### config.mk
export PLATFORM = sky130hd
export DESIGN_NAME = synth_i2c_control_interface
export DESIGN_NICKNAME = d
export VERILOG_FILES = /design/src/synth_i2c_pkg.sv /design/src/signal_sync2.sv /design/src/synth_i2c_control_interface.sv
export VERILOG_INCLUDE_DIRS = /design/src
export SDC_FILE = /design/constraint.sdc
export NUM_CORES = 1
export LEC_CHECK = 0
export BUFFER_PORTS_ARGS = -buffer_cell sky130_fd_sc_hd__buf_2
export CAP_MARGIN = 15
export CORE_MARGIN = 2
export CORE_UTILIZATION = 45
export CTS_CLUSTER_DIAMETER = 200
export DETAILED_ROUTE_END_ITERATION = 7
export SYNTH_ARGS = -nofsm -noshare
export SYNTH_HDL_FRONTEND = slang
export SYNTH_SLANG_ARGS = --single-unit
export TNS_END_PERCENT = 20
### constraint.sdc
create_clock -name clock -period 11.1 [get_ports clock]
set_input_delay 1.665 -clock clock [delete_from_list [all_inputs] [get_ports clock]]
set_output_delay 1.665 -clock clock [all_outputs]
set_load 0.01 [all_outputs]
### src/synth_i2c_defines.svh
// Numeric constants of the synthesiser control interface.
// Assumes inclusion by bare name from the design files.
`ifndef SYNTH_I2C_DEFINES_SVH
`define SYNTH_I2C_DEFINES_SVH
`define SI_ADDR_FIXED       5'h18
`define SI_ADDR_FIX_RANGE   7:3
`define SI_ADDR_VAR_RANGE   2:1
`define SI_ADDR_VAR_ALWAYS  2'h1
`define SI_RW_BIT           0
`define SI_FIRST_BIT        7
`define SI_SER_MSB          7
`define SI_SER_SHIFT_RANGE  6:0
`define SI_BIT_LAST         3'h7
`define SI_BIT_ZERO         3'h0
`define SI_DIV_W            15
`define SI_DIV_HI_RANGE     14:8
`define SI_DIV_LO_RANGE     7:0
`define SI_FREQ_HI_RANGE    6:0
`define SI_SYNC_W           12
`define SI_CONV_MAX         3'h4
`define SI_PORT_W           6
`define SI_PORTS_OFF        6'h3F
`define SI_BYTE_ZERO        8'h00
`define SI_DIV_ZERO         15'h0000
`define SI_MODE_SOURCE      2'h0
`define SI_MODE_SINK        2'h1
`endif

### src/synth_i2c_pkg.sv
// Types of the synthesiser control interface.
// Assumes no other package; numbers live in the defines header.
package synth_i2c_pkg;

  // Serial link states
  typedef enum logic [2:0] {
    ST_IDLE      = 3'h0,
    ST_ADDR      = 3'h1,
    ST_ADDR_ACK  = 3'h2,
    ST_WRITE     = 3'h3,
    ST_WRITE_ACK = 3'h4,
    ST_READ      = 3'h5,
    ST_READ_ACK  = 3'h6
  } link_state_t;

  // Loop control byte, first-sent bit on the left
  typedef struct packed {
    logic ctrlMarker;
    logic pumpCurrentSelect;
    logic testEnable;
    logic pumpDisable;
    logic modeSelectHigh;
    logic modeSelectMid;
    logic refRatioSelect;
    logic driveAmpOff;
  } loop_ctrl_t;

  // Port control byte, first-sent bit on the left
  typedef struct packed {
    logic ioPortSeven;
    logic ioPortSix;
    logic ioPortFive;
    logic ioPortFour;
    logic currentPortThree;
    logic unusedHigh;
    logic unusedLow;
    logic currentPortZero;
  } port_ctrl_t;

  // Status readback byte, first-sent bit on the left
  typedef struct packed {
    logic       porFlag;
    logic       lockIndicator;
    logic       portSevenLevel;
    logic       portFiveLevel;
    logic       portFourLevel;
    logic [2:0] convCode;
  } status_t;

  // Test routing of port seven
  typedef enum logic [1:0] {
    ROUTE_PORT     = 2'h0,
    ROUTE_FPD_HALF = 2'h1,
    ROUTE_FPD      = 2'h2
  } route_t;

endpackage
### src/signal_sync2.sv
// Two-flop synchroniser for a vector of independent levels.
// Assumes each bit is a slow level; multi-bit codes may skew by a cycle.
module signal_sync2 #(
  parameter int WIDTH = 1
) (
  // Clock and reset
  input  logic             clock,
  input  logic             rst,
  // Levels
  input  logic [WIDTH-1:0] asyncIn,
  output logic [WIDTH-1:0] syncOut
);

  ////////////////////////////////////////////////////////////////////////
  // One pair of flops per bit
  genvar gi;
  generate
    for (gi = 0; gi < WIDTH; gi++) begin : g_bit
      logic stage1_r;  // First stage, read only by the second
      always_ff @(posedge clock or posedge rst) begin
        if (rst) begin
          stage1_r     <= 1'b0;
          syncOut[gi]  <= 1'b0;
        end else begin
          stage1_r     <= asyncIn[gi];
          syncOut[gi]  <= stage1_r;
        end
      end
    end
  endgenerate

endmodule

### src/synth_i2c_control_interface.sv
// Two-wire control and status interface of a tuner frequency synthesiser.
// Assumes SCL/SDA and all analog-side levels are asynchronous to clock.
//
// Contract
// - Address low bit picks write or read
// - Accept selectable address variant from select port
// - Acknowledge matching address and every written byte
// - Missing read acknowledge acts as stop
// - First bit zero frequency, one control
// - Frequency pairs with frequency, control with port
// - Further pairs accepted until bus stop
// - Partial byte discarded, old value kept
// - Frequency bytes load fifteen-bit divider ratio
// - Divider follows fixed divide-by-sixteen prescaler
// - Reference select one gives 512, zero 1024
// - Pump current select, forced low when locked
// - Pump disable bit disables charge pump
// - Drive-off bit switches drive amplifier off
// - Test enable gates mode bits five-seven
// - Port bit one turns port on
// - Power-on flag set by dropout, cleared reading
// - Power-on flag loses data, ports off
// - Status lock bit reports phase lock
// - Status bits report ports seven, five, four
// - Status low bits carry converter code
// - Address fixed 11000, variant, direction
// - Control byte field layout from first bit
// - Test modes force pump or route ports
// - Converter code ranges 000 to 100
`include "synth_i2c_defines.svh"

module synth_i2c_control_interface (
  // Clock and reset
  input  logic                       clock,
  input  logic                       rst,
  // Serial link, open drain data
  input  logic                       sclIn,
  input  logic                       sdaIn,
  output logic                       sdaOut,
  output logic                       sdaDriveN,
  // Analog-side levels
  input  logic [1:0]                 addrVariant,
  input  logic                       porEvent,
  input  logic                       lockRaw,
  input  logic [2:0]                 portLevelIn,
  input  logic [2:0]                 convCodeIn,
  // Synthesiser controls
  output logic [`SI_DIV_W-1:0]       dividerRatio,
  output logic                       refDivide512,
  output logic                       pumpCurrentHigh,
  output logic                       pumpOff,
  output logic                       driveAmpOff,
  output logic                       pumpForceSource,
  output logic                       pumpForceSink,
  output synth_i2c_pkg::route_t      portSevenRoute,
  output logic                       portSixRoute,
  // Ports and flags
  output logic [`SI_PORT_W-1:0]      portDriveN,
  output logic                       porFlag
);
  import synth_i2c_pkg::*;

  ////////////////////////////////////////////////////////////////////////
  // Declarations
  logic [`SI_SYNC_W-1:0] syncBus;        // Synchronised inputs
  logic                  sclS;           // Sampled clock line
  logic                  sdaS;           // Sampled data line
  logic [1:0]            addrVarS;       // Sampled address variant
  logic                  porS;           // Sampled dropout level
  logic                  lockS;          // Sampled lock detect
  logic [2:0]            portLvlS;       // Sampled port levels
  logic [2:0]            convS;          // Sampled converter code
  logic                  sclD_r;         // Previous clock sample
  logic                  sdaD_r;         // Previous data sample
  logic                  sclRise;        // Clock rising
  logic                  sclFall;        // Clock falling
  logic                  startSeen;      // Start condition
  logic                  stopSeen;       // Stop condition
  link_state_t           state_r;        // Link state
  link_state_t           state_nxt;      // Next link state
  logic [2:0]            bitCnt_r;       // Bits of current byte
  logic                  byteFull_r;     // Eight bits clocked
  logic [7:0]            shift_r;        // Receive shifter
  logic [7:0]            rxByte;         // Shifter with newest bit
  logic                  addrOk_r;       // Address matched
  logic                  rw_r;           // Read direction
  logic                  commit;         // Whole write byte present
  logic                  pairPending_r;  // Second byte expected
  logic                  pairKind_r;     // Zero frequency, one control
  logic [`SI_DIV_W-1:0]  divider_r;      // Divider ratio register
  loop_ctrl_t            loopCtrl_r;     // Loop control register
  port_ctrl_t            portCtrl_r;     // Port control register
  logic [7:0]            tx_r;           // Transmit shifter
  logic [7:0]            tx_nxt;         // Next transmit shifter
  logic                  sdaDriveN_r;    // Data line release
  logic                  readSeen_r;     // Read phase in this transfer
  logic                  porFlag_r;      // Power-on flag
  logic                  lockFlag;       // Reported lock
  logic [2:0]            convSat;        // Clamped converter code
  status_t               statusNow;      // Live status byte
  logic                  testSource;     // Test pump source mode
  logic                  testSink;       // Test pump sink mode

  ////////////////////////////////////////////////////////////////////////
  // Input synchronisation
  signal_sync2 #(.WIDTH(`SI_SYNC_W)) u_sync (
    .clock   (clock),
    .rst     (rst),
    .asyncIn ({sclIn, sdaIn, addrVariant, porEvent, lockRaw, portLevelIn, convCodeIn}),
    .syncOut (syncBus)
  );
  assign {sclS, sdaS, addrVarS, porS, lockS, portLvlS, convS} = syncBus;

  // Delayed samples for edge and condition detect
  always_ff @(posedge clock or posedge rst) begin
    if (rst) begin
      sclD_r <= 1'b0;
      sdaD_r <= 1'b0;
    end else begin
      sclD_r <= sclS;
      sdaD_r <= sdaS;
    end
  end

  assign sclRise   = sclS & ~sclD_r;
  assign sclFall   = ~sclS & sclD_r;
  assign startSeen = sclS & sclD_r & sdaD_r & ~sdaS;
  assign stopSeen  = sclS & sclD_r & ~sdaD_r & sdaS;
  assign rxByte    = {shift_r[`SI_SER_SHIFT_RANGE], sdaS};

  ////////////////////////////////////////////////////////////////////////
  // Link state machine
  always_comb begin
    state_nxt = state_r;
    if (stopSeen) begin
      state_nxt = ST_IDLE;
    end else if (startSeen) begin
      state_nxt = ST_ADDR;
    end else begin
      case (state_r)
        ST_IDLE: begin
          state_nxt = ST_IDLE;
        end
        ST_ADDR: begin
          // Ack only a matching address
          if (sclFall && byteFull_r) begin
            state_nxt = addrOk_r ? ST_ADDR_ACK : ST_IDLE;
          end
        end
        ST_ADDR_ACK: begin
          // Direction from address low bit
          if (sclFall) begin
            state_nxt = rw_r ? ST_READ : ST_WRITE;
          end
        end
        ST_WRITE: begin
          if (sclFall && byteFull_r) begin
            state_nxt = ST_WRITE_ACK;
          end
        end
        ST_WRITE_ACK: begin
          // Keep taking bytes until stop
          if (sclFall) begin
            state_nxt = ST_WRITE;
          end
        end
        ST_READ: begin
          if (sclFall && byteFull_r) begin
            state_nxt = ST_READ_ACK;
          end
        end
        ST_READ_ACK: begin
          // No ack acts as internal stop
          if (sclRise && sdaS) begin
            state_nxt = ST_IDLE;
          end else if (sclFall) begin
            state_nxt = ST_READ;
          end
        end
        default: begin
          state_nxt = ST_IDLE;
        end
      endcase
    end
  end

  // State register
  always_ff @(posedge clock or posedge rst) begin
    if (rst) begin
      state_r <= ST_IDLE;
    end else begin
      state_r <= state_nxt;
    end
  end

  ////////////////////////////////////////////////////////////////////////
  // Bit counter and receive shifter
  always_ff @(posedge clock or posedge rst) begin
    if (rst) begin
      bitCnt_r   <= `SI_BIT_ZERO;
      byteFull_r <= 1'b0;
      shift_r    <= `SI_BYTE_ZERO;
    end else if (state_nxt != state_r || startSeen) begin
      // New byte slot, partial bits dropped
      bitCnt_r   <= `SI_BIT_ZERO;
      byteFull_r <= 1'b0;
    end else if (sclRise && (state_r == ST_ADDR || state_r == ST_WRITE
                             || state_r == ST_READ)) begin
      shift_r    <= rxByte;
      bitCnt_r   <= bitCnt_r + 3'h1;
      byteFull_r <= (bitCnt_r == `SI_BIT_LAST);
    end
  end

  // Address match on the eighth bit
  always_ff @(posedge clock or posedge rst) begin
    if (rst) begin
      addrOk_r <= 1'b0;
      rw_r     <= 1'b0;
    end else if (sclRise && state_r == ST_ADDR && bitCnt_r == `SI_BIT_LAST) begin
      addrOk_r <= (rxByte[`SI_ADDR_FIX_RANGE] == `SI_ADDR_FIXED)
                  && (rxByte[`SI_ADDR_VAR_RANGE] == addrVarS
                      || rxByte[`SI_ADDR_VAR_RANGE] == `SI_ADDR_VAR_ALWAYS);
      rw_r     <= rxByte[`SI_RW_BIT];
    end
  end

  ////////////////////////////////////////////////////////////////////////
  // Write byte decoding
  assign commit = sclRise && state_r == ST_WRITE && bitCnt_r == `SI_BIT_LAST;

  always_ff @(posedge clock or posedge rst) begin
    if (rst) begin
      pairPending_r <= 1'b0;
      pairKind_r    <= 1'b0;
      divider_r     <= `SI_DIV_ZERO;
      loopCtrl_r    <= loop_ctrl_t'(`SI_BYTE_ZERO);
      portCtrl_r    <= port_ctrl_t'(`SI_BYTE_ZERO);
    end else if (porS) begin
      // Dropout loses programmed data
      pairPending_r <= 1'b0;
      divider_r     <= `SI_DIV_ZERO;
      loopCtrl_r    <= loop_ctrl_t'(`SI_BYTE_ZERO);
      portCtrl_r    <= port_ctrl_t'(`SI_BYTE_ZERO);
    end else if (startSeen || stopSeen) begin
      pairPending_r <= 1'b0;
    end else if (commit && !pairPending_r) begin
      // First bit picks the byte pair
      pairPending_r <= 1'b1;
      pairKind_r    <= rxByte[`SI_FIRST_BIT];
      if (!rxByte[`SI_FIRST_BIT]) begin
        divider_r[`SI_DIV_HI_RANGE] <= rxByte[`SI_FREQ_HI_RANGE];
      end else begin
        loopCtrl_r <= loop_ctrl_t'(rxByte);
      end
    end else if (commit) begin
      // Second byte of the pair
      pairPending_r <= 1'b0;
      if (!pairKind_r) begin
        divider_r[`SI_DIV_LO_RANGE] <= rxByte;
      end else begin
        portCtrl_r <= port_ctrl_t'(rxByte);
      end
    end
  end

  ////////////////////////////////////////////////////////////////////////
  // Status assembly
  always_comb begin
    testSource = loopCtrl_r.testEnable && !loopCtrl_r.modeSelectHigh
                 && !loopCtrl_r.modeSelectMid;
    testSink   = loopCtrl_r.testEnable && !loopCtrl_r.modeSelectHigh
                 && loopCtrl_r.modeSelectMid;
    // Forced flag in pump test modes
    lockFlag   = testSink ? 1'b1 : (testSource ? 1'b0 : lockS);
    // Codes beyond top band clamp to top
    convSat    = (convS > `SI_CONV_MAX) ? `SI_CONV_MAX : convS;
    statusNow  = '{porFlag:        porFlag_r,
                   lockIndicator:  lockFlag,
                   portSevenLevel: portLvlS[2],
                   portFiveLevel:  portLvlS[1],
                   portFourLevel:  portLvlS[0],
                   convCode:       convSat};
  end

  ////////////////////////////////////////////////////////////////////////
  // Transmit shifter and data line drive
  always_comb begin
    tx_nxt = tx_r;
    if (state_nxt == ST_READ && state_r != ST_READ) begin
      tx_nxt = statusNow;
    end else if (state_r == ST_READ && sclFall) begin
      tx_nxt = {tx_r[`SI_SER_SHIFT_RANGE], 1'b0};
    end
  end

  always_ff @(posedge clock or posedge rst) begin
    if (rst) begin
      tx_r        <= `SI_BYTE_ZERO;
      sdaDriveN_r <= 1'b1;
    end else begin
      tx_r        <= tx_nxt;
      // Pull low in address and write ack slots and for zero read bits
      sdaDriveN_r <= !((state_nxt == ST_ADDR_ACK) || (state_nxt == ST_WRITE_ACK)
                       || (state_nxt == ST_READ && !tx_nxt[`SI_SER_MSB]));
    end
  end

  assign sdaOut    = 1'b0;
  assign sdaDriveN = sdaDriveN_r;

  ////////////////////////////////////////////////////////////////////////
  // Power-on flag
  always_ff @(posedge clock or posedge rst) begin
    if (rst) begin
      readSeen_r <= 1'b0;
    end else if (stopSeen) begin
      readSeen_r <= 1'b0;
    end else if (state_nxt == ST_READ) begin
      readSeen_r <= 1'b1;
    end
  end

  always_ff @(posedge clock or posedge rst) begin
    if (rst) begin
      porFlag_r <= 1'b1;
    end else if (porS) begin
      porFlag_r <= 1'b1;
    end else if (stopSeen && readSeen_r) begin
      porFlag_r <= 1'b0;
    end
  end

  ////////////////////////////////////////////////////////////////////////
  // Synthesiser and port outputs
  always_ff @(posedge clock or posedge rst) begin
    if (rst) begin
      dividerRatio    <= `SI_DIV_ZERO;
      refDivide512    <= 1'b0;
      pumpCurrentHigh <= 1'b0;
      pumpOff         <= 1'b0;
      driveAmpOff     <= 1'b0;
      pumpForceSource <= 1'b0;
      pumpForceSink   <= 1'b0;
      portSevenRoute  <= ROUTE_PORT;
      portSixRoute    <= 1'b0;
      portDriveN      <= `SI_PORTS_OFF;
      porFlag         <= 1'b1;
    end else begin
      // Ratio feeds the divider behind the fixed prescaler
      dividerRatio    <= divider_r;
      refDivide512    <= loopCtrl_r.refRatioSelect;
      pumpCurrentHigh <= loopCtrl_r.pumpCurrentSelect && !lockS;
      pumpOff         <= loopCtrl_r.pumpDisable;
      driveAmpOff     <= loopCtrl_r.driveAmpOff;
      // Mode bits act only with test enable
      pumpForceSource <= testSource;
      pumpForceSink   <= testSink;
      if (loopCtrl_r.testEnable && loopCtrl_r.modeSelectHigh) begin
        portSevenRoute <= loopCtrl_r.modeSelectMid ? ROUTE_FPD
                        : (loopCtrl_r.refRatioSelect ? ROUTE_FPD_HALF : ROUTE_PORT);
        portSixRoute   <= loopCtrl_r.modeSelectMid;
      end else begin
        portSevenRoute <= ROUTE_PORT;
        portSixRoute   <= 1'b0;
      end
      // Ports off while flag set; unused bits skipped
      if (porFlag_r) begin
        portDriveN <= `SI_PORTS_OFF;
      end else begin
        portDriveN <= ~{portCtrl_r.ioPortSeven, portCtrl_r.ioPortSix,
                        portCtrl_r.ioPortFive, portCtrl_r.ioPortFour,
                        portCtrl_r.currentPortThree, portCtrl_r.currentPortZero};
      end
      porFlag <= porFlag_r;
    end
  end
endmodule

== Yosys cells after proc, flatten, opt, wreduce, memory -nomap -nowiden ==
Index checks and enable logic that the tools add are counted.
W data, S select, Z words.

* $add $sub $neg: 1
* $lt $le $gt $ge: 1
* Eq/ne operators: 19
* Mux-type cells: 50
* Bitwise gates (word level): 15
* Reductions and logical operators: 46

{| class="wikitable"
|+ Operators by type and width
! operator !! number
|-
| $mux W8 || 10
|-
| $mux W7 || 6
|-
| $mux W3 || 13
|-
| $mux W15 || 2
|-
| $eq A3 B3 Y1 const B || 6
|-
| $logic_and A1 B1 Y1 || 18
|-
| $pmux W3 S6 || 1
|-
| $reduce_bool A2 Y1 || 8
|-
| $mux W1 || 14
|-
| $eq A3 B2 Y1 const B || 3
|-
| $reduce_and A3 Y1 || 3
|-
| $ne A2 B1 Y1 const B || 4
|-
| $reduce_and A4 Y1 || 2
|-
| $and A1 B1 Y1 || 7
|-
| $logic_or A1 B1 Y1 || 7
|-
| $not A1 Y1 || 7
|-
| $logic_not A1 Y1 || 6
|-
| $mux W2 || 3
|-
| $mux W6 || 1
|-
| $not A6 Y6 || 1
|-
| $eq A5 B5 Y1 const B || 1
|-
| $reduce_bool A4 Y1 || 1
|-
| $add A3 B1 Y3 const B || 1
|-
| $eq A3 B1 Y1 const B || 1
|-
| 6 further kinds || 6
|}

* Register bits after elaboration: 114
* Bits of input ports: 14
* Output and inout bits: 33

== Longest topological paths before layout ==
Gate-level depths: netlist of run 1.

* Depth in word-level cells: 14
* Mapped depth: 8

== Hierarchy ==
A second synthesis of run 1 with hierarchy kept.

* Cells, all modules: 339
* Area, all modules: 4300.4 µm²

{| class="wikitable"
|+ Modules (own cells, without submodules)
! module !! times used !! cells an instance !! area each (µm²) !! seq. area each (µm²)
|-
| synth_i2c_control_interface || 1 || 314 || 3696.0 || 2238.4
|-
| signal_sync2 || 1 || 25 || 604.3 || 600.6
|}

== Least setup slack after synthesis of run 1 ==
No wires, ideal clock.

* Path kind: register to output
* Start: register portSevenRoute[1]
* End: output port portSevenRoute[1]
* Arrival: 0.539 ns
* Data required time: 9.435 ns
* Slack: 8.896 ns
* Stages on the path, launching flop included: 2
* Path through: dfrtp_1 > buf_4

{| class="wikitable"
|+ RTL lines
! element !! RTL line !! RTL
|-
| start, declared || synth_i2c_control_interface.sv:55 || <nowiki>output synth_i2c_pkg::route_t portSevenRoute,</nowiki>
|-
| start signal, assigned || synth_i2c_control_interface.sv:360 || <nowiki>portSevenRoute <= loopCtrl_r.modeSelectMid ? ROUTE_FPD</nowiki>
|}

No word-level cell between the ends.

== Worst setup path after layout of run 1 ==
* Start: register portDriveN[2]
* End: output port portDriveN[2]

{| class="wikitable"
|+ RTL lines
! element !! RTL line !! RTL
|-
| start, declared || synth_i2c_control_interface.sv:58 || <nowiki>output logic [`SI_PORT_W-1:0] portDriveN,</nowiki>
|-
| start signal, assigned || synth_i2c_control_interface.sv:347 || <nowiki>portDriveN <= `SI_PORTS_OFF;</nowiki>
|-
| start signal, assigned || synth_i2c_control_interface.sv:369 || <nowiki>portDriveN <= `SI_PORTS_OFF;</nowiki>
|-
| start signal, assigned || synth_i2c_control_interface.sv:371 || <nowiki>portDriveN <= ~{portCtrl_r.ioPortSeven, portCtrl_r.ioPortSix,</nowiki>
|}

No word-level cell between the ends.

==> results.cfg, run 1 <==
[synthesis]
synth_warnings = 0
synthMostInstantiatedCell = sky130_fd_sc_hd__dfrtp_1
syn-num-nets = 346
synth_largest_area_cell = sky130_fd_sc_hd__dfrtp_1
postSynthRegisterBits = 113
ys_top_cells_by_area = sky130_fd_sc_hd__dfrtp_1, sky130_fd_sc_hd__dfstp_2, sky130_fd_sc_hd__mux2_2, sky130_fd_sc_hd__nand2_1, sky130_fd_sc_hd__o21ai_0
mappedNetlistArea_mm2 = 0.00423
synth_edf_count = 0
synth_largest_type_area_fraction = 0.615
syn_avg_cell_area_um2 = 12.8
postSynthCellCount = 330
synthTopCellsByCount = sky130_fd_sc_hd__dfrtp_1, sky130_fd_sc_hd__nand2_1, sky130_fd_sc_hd__o21ai_0, sky130_fd_sc_hd__inv_1, sky130_fd_sc_hd__nor2_1
postSynth.asyncResetShare = 1.00
ys_types = 48
yosysSeqAreaShare = 0.671
synth_ff_type = sky130_fd_sc_hd__dfrtp_1

[cts]
clk_pin_slew_worst_paths_ps = 60
cts_repair_resize_count = 0
clock_tree_from_tritoncts = built
holdBufCountCts = 0
cts-root-buf = sky130_fd_sc_hd__clkbuf_8
htree_levels = 4
ctsLongestPathBuffers = 2
tritoncts_num_sinks = 113
post-cts-setup-buffer-count = 0
clock_latency_late_sink_ps = 510
cts-buffers-inserted = 17

[timing]
grt_setup_unrepaired = no
setup_violations = 0
fin_crit_sh = 0.252
min_period_ps = 2800
timing.final.max_slew_violations = 0
achievable-frequency_ghz = 0.357
slew-limit-headroom = 0.409
hold_viol = 0
clock_tree_skew_after_final_layout_ps = 11.6
setup_total_negative_slack_ps = 0
actual_slew_at_the_worst_max_slew_pin_ps = 883

[global_route]
grt_start_max_net_pins = 58
globalRoute.totalOverflow = 0
antenna_found_initial = 0
grt_first_pass_wirelength_um = 12400
track_usage = 0.162
grt_pass1_vias = 2565

[drt]
drt-pass1-iter-count = 4
route.final.wire_length_um = 7460
wl_per_cell_um = 14.8
detail_route.drc_violations = 0
route.antenna.remaining_nets = 0
viasPerCell = 5.16
drt-initial-drc-count = 85
routed-via-count = 2606

[power_and_ir_drop]
power_per_cell_area_mw_per_mm2 = 196
comb_power_share = 0.049
netSwitchingPower_mw = 0.232
internal-power_mw = 0.769
worst_vdd_rail_ir_drop_mv = 0.105
p_clk_frac = 0.504
sequentialPowerShare = 0.447
netSwitchingFraction = 0.232
p_leak_nw = 2.44

[finish]
synthToLayoutAreaGrowth_pct = 20.3
final_core_util = 0.554
fillCellCount = 791
n_antenna_cell = 0
fin_cells = 505
post_route_cells_drive_above_1_share = 0.272
nets_final = 397

[worst_setup_path]
critical_path_cell_sequence = buf_2
cp.buffers_inverters = 1
critical_path.endpoint_type = output pin
worst-endpoint-required_ps = 9440
cp_slowest_cell = sky130_fd_sc_hd__dfstp_2
worst-setup-path-type = flip-flop to output pin
cp_launch_type = flip-flop
crit_fanout = 1
critical_path.top_delay_family = flip-flops
cp_slowest_stage_delay_ps = 510
worstPathArrival_ps = 1130

[job]
maxCapViolCount = 0

[placement]
hpwlAfterDp_um = 4750
gp_congestion = 0.830
dpl.cell_count = 473
io_buffer_count = 45

[floorplanning]
floorplan.rows = 35
die_ar_mm2 = 0.0102
fp.dieH_um = 101
dieWidth_um = 101
io_pins = 47
initial_utilization = 0.460
core_region_area_mm2 = 0.00920

[min_path]
hp-class = flip-flop to flip-flop

[run_status]
status = complete, no violations
## final cells by class
cell class | instances | area, µm² | area share
Sequential cell | 113 | 2840 | 0.557
Multi-Input combinational cell | 186 | 1260 | 0.247
Tap cell | 111 | 139 | 0.0273
Inverter | 16 | 62.6 | 0.0123
Clock inverter | 14 | 140 | 0.0275
Clock buffer | 18 | 418 | 0.0820
Timing Repair Buffer | 47 | 240 | 0.0472
## placed cells by master, fill, tap and decap left out, types with 11 or more instances in the layout
cell type / count
sky130_fd_sc_hd__inv_1: 15
sky130_fd_sc_hd__o21ai_0: 21
sky130_fd_sc_hd__nand2b_1: 11
sky130_fd_sc_hd__nand2_1: 31
sky130_fd_sc_hd__a22o_1: 11
sky130_fd_sc_hd__nor2_1: 13
sky130_fd_sc_hd__clkbuf_16: 16
sky130_fd_sc_hd__buf_2: 45
sky130_fd_sc_hd__mux2_2: 11
sky130_fd_sc_hd__dfrtp_1: 104
## worst paths after layout
| kind | from | end | slack, ps | cells past startpoint |
|---|---|---|---|---|
| setup / recovery | portDriveN[2] | portDriveN[2] | 8300 | 1 |
| setup reg to reg | state_r[0] | divider_r[10] | 8540 | 5 |
| hold reg to reg | u_sync.g_bit[9].stage1_r | u_sync.syncOut[9] | 350 | 0 |
| max in group asynchronous | rst | state_r[0] | 8650 | 3 |
| min in group asynchronous | rst | tx_r[3] | 1260 | 2 |
| hold / removal | u_sync.g_bit[9].stage1_r | u_sync.syncOut[9] | 350 | 0 |
## cells by family after synthesis
logic type,share of synthesized area
flip-flops,0.671
AND/OR/NAND/NOR,0.119
AO/OA/AOI/OAI,0.112
buffers and inverters,0.0328
multiplexers,0.0544
adder cells (fa/ha/maj),0.00591
XOR/XNOR,0.00414
other,0.000886
## state kept, by name, indices dropped and copies added (netlist names), 6 cells and up
register,flops
loopCtrl_r,7
portCtrl_r,6
u_sync.syncOut,12
u_sync.g_bit.stage1_r,12
dividerRatio,15
tx_r,8
shift_r,7
divider_r,15
portDriveN,6
## layer usage
layer / vias to the layer above / part of all wire / track usage
li1: 1258 / - / -
met1: 1286 / 0.48 / 0.218
met2: 58 / 0.47 / 0.234
met3: 4 / 0.044 / 0.0589
met4: 0 / 0.0079 / 0.0748
met5: - / 0 / 0
## per-stage QoR
| stage | power (mW) | instance area, µm² | hold slack, ps | worst slack (ps) |
|---|---|---|---|---|
| detailed placement | 0.504 | 4540 | 336 | 8030 |
| floorplan | 0.486 | 4230 | 331 | 6460 |
| CTS | 1.01 | 5090 | 348 | 8270 |
| finish | 1.00 | 5090 | 345 | 8300 |
| global placement | 0.503 | 4540 | 332 | 8050 |
| global route | 1.04 | 5090 | 354 | 8250 |
## worst reg2reg max path, delay by kind of cell, from the launching register on
| family | cells | cell delay, ps |
|---|---|---|
| muxes | 1 | 410 |
| AOI/OAI and AO/OA | 1 | 720 |
| DFF | 1 | 680 |
| and+or+nand+nor | 3 | 650 |
## power groups by stage
stage | logic (mW) | clock network [mW] | registers, mW
floorplan | 0.0356 | 0 | 0.450
global placement | 0.0491 | 0 | 0.454
detailed placement | 0.0498 | 0 | 0.454
CTS | 0.0499 | 0.518 | 0.447
global route | 0.0555 | 0.539 | 0.450
finish | 0.0488 | 0.505 | 0.447
Power figures use the tool's default switching activity.
==> run 2, diff against run 1 <==
==> constraint.sdc (replaced) <==
create_clock -name clock -period 2.7 [get_ports clock]
set_input_delay 0.405 -clock clock [delete_from_list [all_inputs] [get_ports clock]]
set_output_delay 0.405 -clock clock [all_outputs]
set_load 0.01 [all_outputs]
==> results.cfg, run 2 (synthesized netlist as in run 1, its figures left out) <==
[power_and_ir_drop]
p_leak_nw = 2.53
power.total_mw = 4.25
worst_vdd_rail_ir_drop_mv = 0.390
power_per_cell_area_mw_per_mm2 = 801

[worst_setup_path]
critical_path.endpoint_type = flip-flop
worst_r2r_endpoint = tx_r[1]
worst_r2r_startpoint = state_r[2]
cp_launch_type = flip-flop
crit_path_start = state_r[2]
worstPathArrival_ps = 2760
crit_fanout = 12
worst-setup-path-type = flip-flop to flip-flop
setup_slack_on_the_worst_flop_to_flop_path_ps = 330
critical_path_cell_sequence = nand2b_1 -> nor3_1 -> a31oi_4 -> nor3_2 -> a21oi_1 -> a221o_1
cp_slowest_cell = sky130_fd_sc_hd__dfrtp_1
ff2ff_path_depth = 6
worst-endpoint-required_ps = 3090
cp_slowest_stage_delay_ps = 530

[finish]
synthToLayoutAreaGrowth_pct = 25.4
most_common_library_cell_in_the_layout_ignoring_fill_and_taps = sky130_fd_sc_hd__dfrtp_1
most_frequent_cells_in_the_layout = sky130_fd_sc_hd__dfrtp_1, sky130_fd_sc_hd__buf_2, sky130_fd_sc_hd__nand2_1
final_core_util = 0.577
largestRegisters = dividerRatio x15, divider_r x15
post_route_cells_drive_above_1_share = 0.274
n_antenna_cell = 0
nets_final = 415

[timing]
setup_total_negative_slack_ps = 0
slew-limit-headroom = 0.380
actual_slew_at_the_worst_max_slew_pin_ps = 925
fin_crit_sh = 0.878
achievable-frequency_ghz = 0.422
min_period_ps = 2370
hold_viol = 0
timing.final.max_slew_violations = 0
clock_tree_skew_after_final_layout_ps = 7.67
grt_setup_unrepaired = no
setup_violations = 0

[cts]
cts-root-buf = sky130_fd_sc_hd__clkbuf_8
clock_latency_late_sink_ps = 510
clk_pin_slew_worst_paths_ps = 50
htree_levels = 4
tritoncts_num_sinks = 113
cts_repair_resize_count = 0
post-cts-setup-buffer-count = 0
clock_tree_from_tritoncts = built
ctsLongestPathBuffers = 2
cts-buffers-inserted = 17

[run_status]
status = complete, no violations

[drt]
drt-pass1-iter-count = 4
route.antenna.remaining_nets = 0
route.final.wire_length_um = 7690
drt-initial-drc-count = 74
detail_route.drc_violations = 0
wl_per_cell_um = 14.7
viasPerCell = 5.12
routed-via-count = 2680

[floorplanning]
io_pins = 47
dieWidth_um = 101
floorplan.rows = 35
initial_utilization = 0.460
fp.dieH_um = 101
die_ar_mm2 = 0.0102
core_region_area_mm2 = 0.00920

[job]
maxCapViolCount = 0

[global_route]
grt_first_pass_wirelength_um = 12800
grt_pass1_vias = 2641
track_usage = 0.167
grt_start_max_net_pins = 53
globalRoute.totalOverflow = 0
antenna_found_initial = 0

[min_path]
hp-class = input pin to async pin

[placement]
io_buffer_count = 45
hpwlAfterDp_um = 5130
gp_congestion = 0.898
==> run 2: per-stage QoR <==
stage / area, µm² / instances / setup slack, ps / hold WS [ps]
final: 5310 / 523 / 331 / 1.75
after global routing: 5310 / 523 / 135 / 43.5
after CTS: 5310 / 523 / 343 / 11.9
after detailed placement: 4600 / 479 / 366 / 335
after global placement: 4600 / 479 / 446 / 332
after floorplan: 4240 / 330 / 595 / 331
==> run 2: repair_timing <==
action	in CTS	in global routing
endpoints found under the setup margin	0	0
endpoints found under the hold margin	12	0
hold buffers	12	0
==> run 2: worst max-delay path, delay by kind of cell, from the launching register on <==
kind | cells | cell delay (ps)
AOI/OAI and AO/OA | 3 | 680
DFF | 1 | 530
and+or+nand+nor | 3 | 1040
==> run 2: worst max path at each step <==
stage                   end  slack [ps]  cells after the start
global route        tx_r[1]         140                      6
global placement    tx_r[1]         450                      6
CTS                 tx_r[1]         340                      6
detailed placement  tx_r[1]         370                      6
floorplan           tx_r[6]         590                      8
finish              tx_r[1]         330                      6
==> run 2: layout make-up <==
cell class | count | area (µm²)
Fill cell | 768 | 3890
Sequential cell | 113 | 2840
Clock buffer | 19 | 432
Multi-Input combinational cell | 186 | 1260
Timing Repair Buffer | 65 | 418
Clock inverter | 13 | 160
Inverter | 16 | 63.8
Tap cell | 111 | 139
==> run 2: metal layers <==
metal | vias up | global-route usage | share of wire
met4 | 0 | 0.0717 | 0.011
met3 | 10 | 0.0589 | 0.039
met1 | 1315 | 0.232 | 0.49
met2 | 55 | 0.239 | 0.46
li1 | 1300 | - | -
met5 | - | 0 | 0
==> run 2: power breakdown <==
part | switching [mW] | internal [mW]
Sequential | 0.0564 | 1.78
Clock | 0.763 | 1.43
Combinational | 0.129 | 0.0993
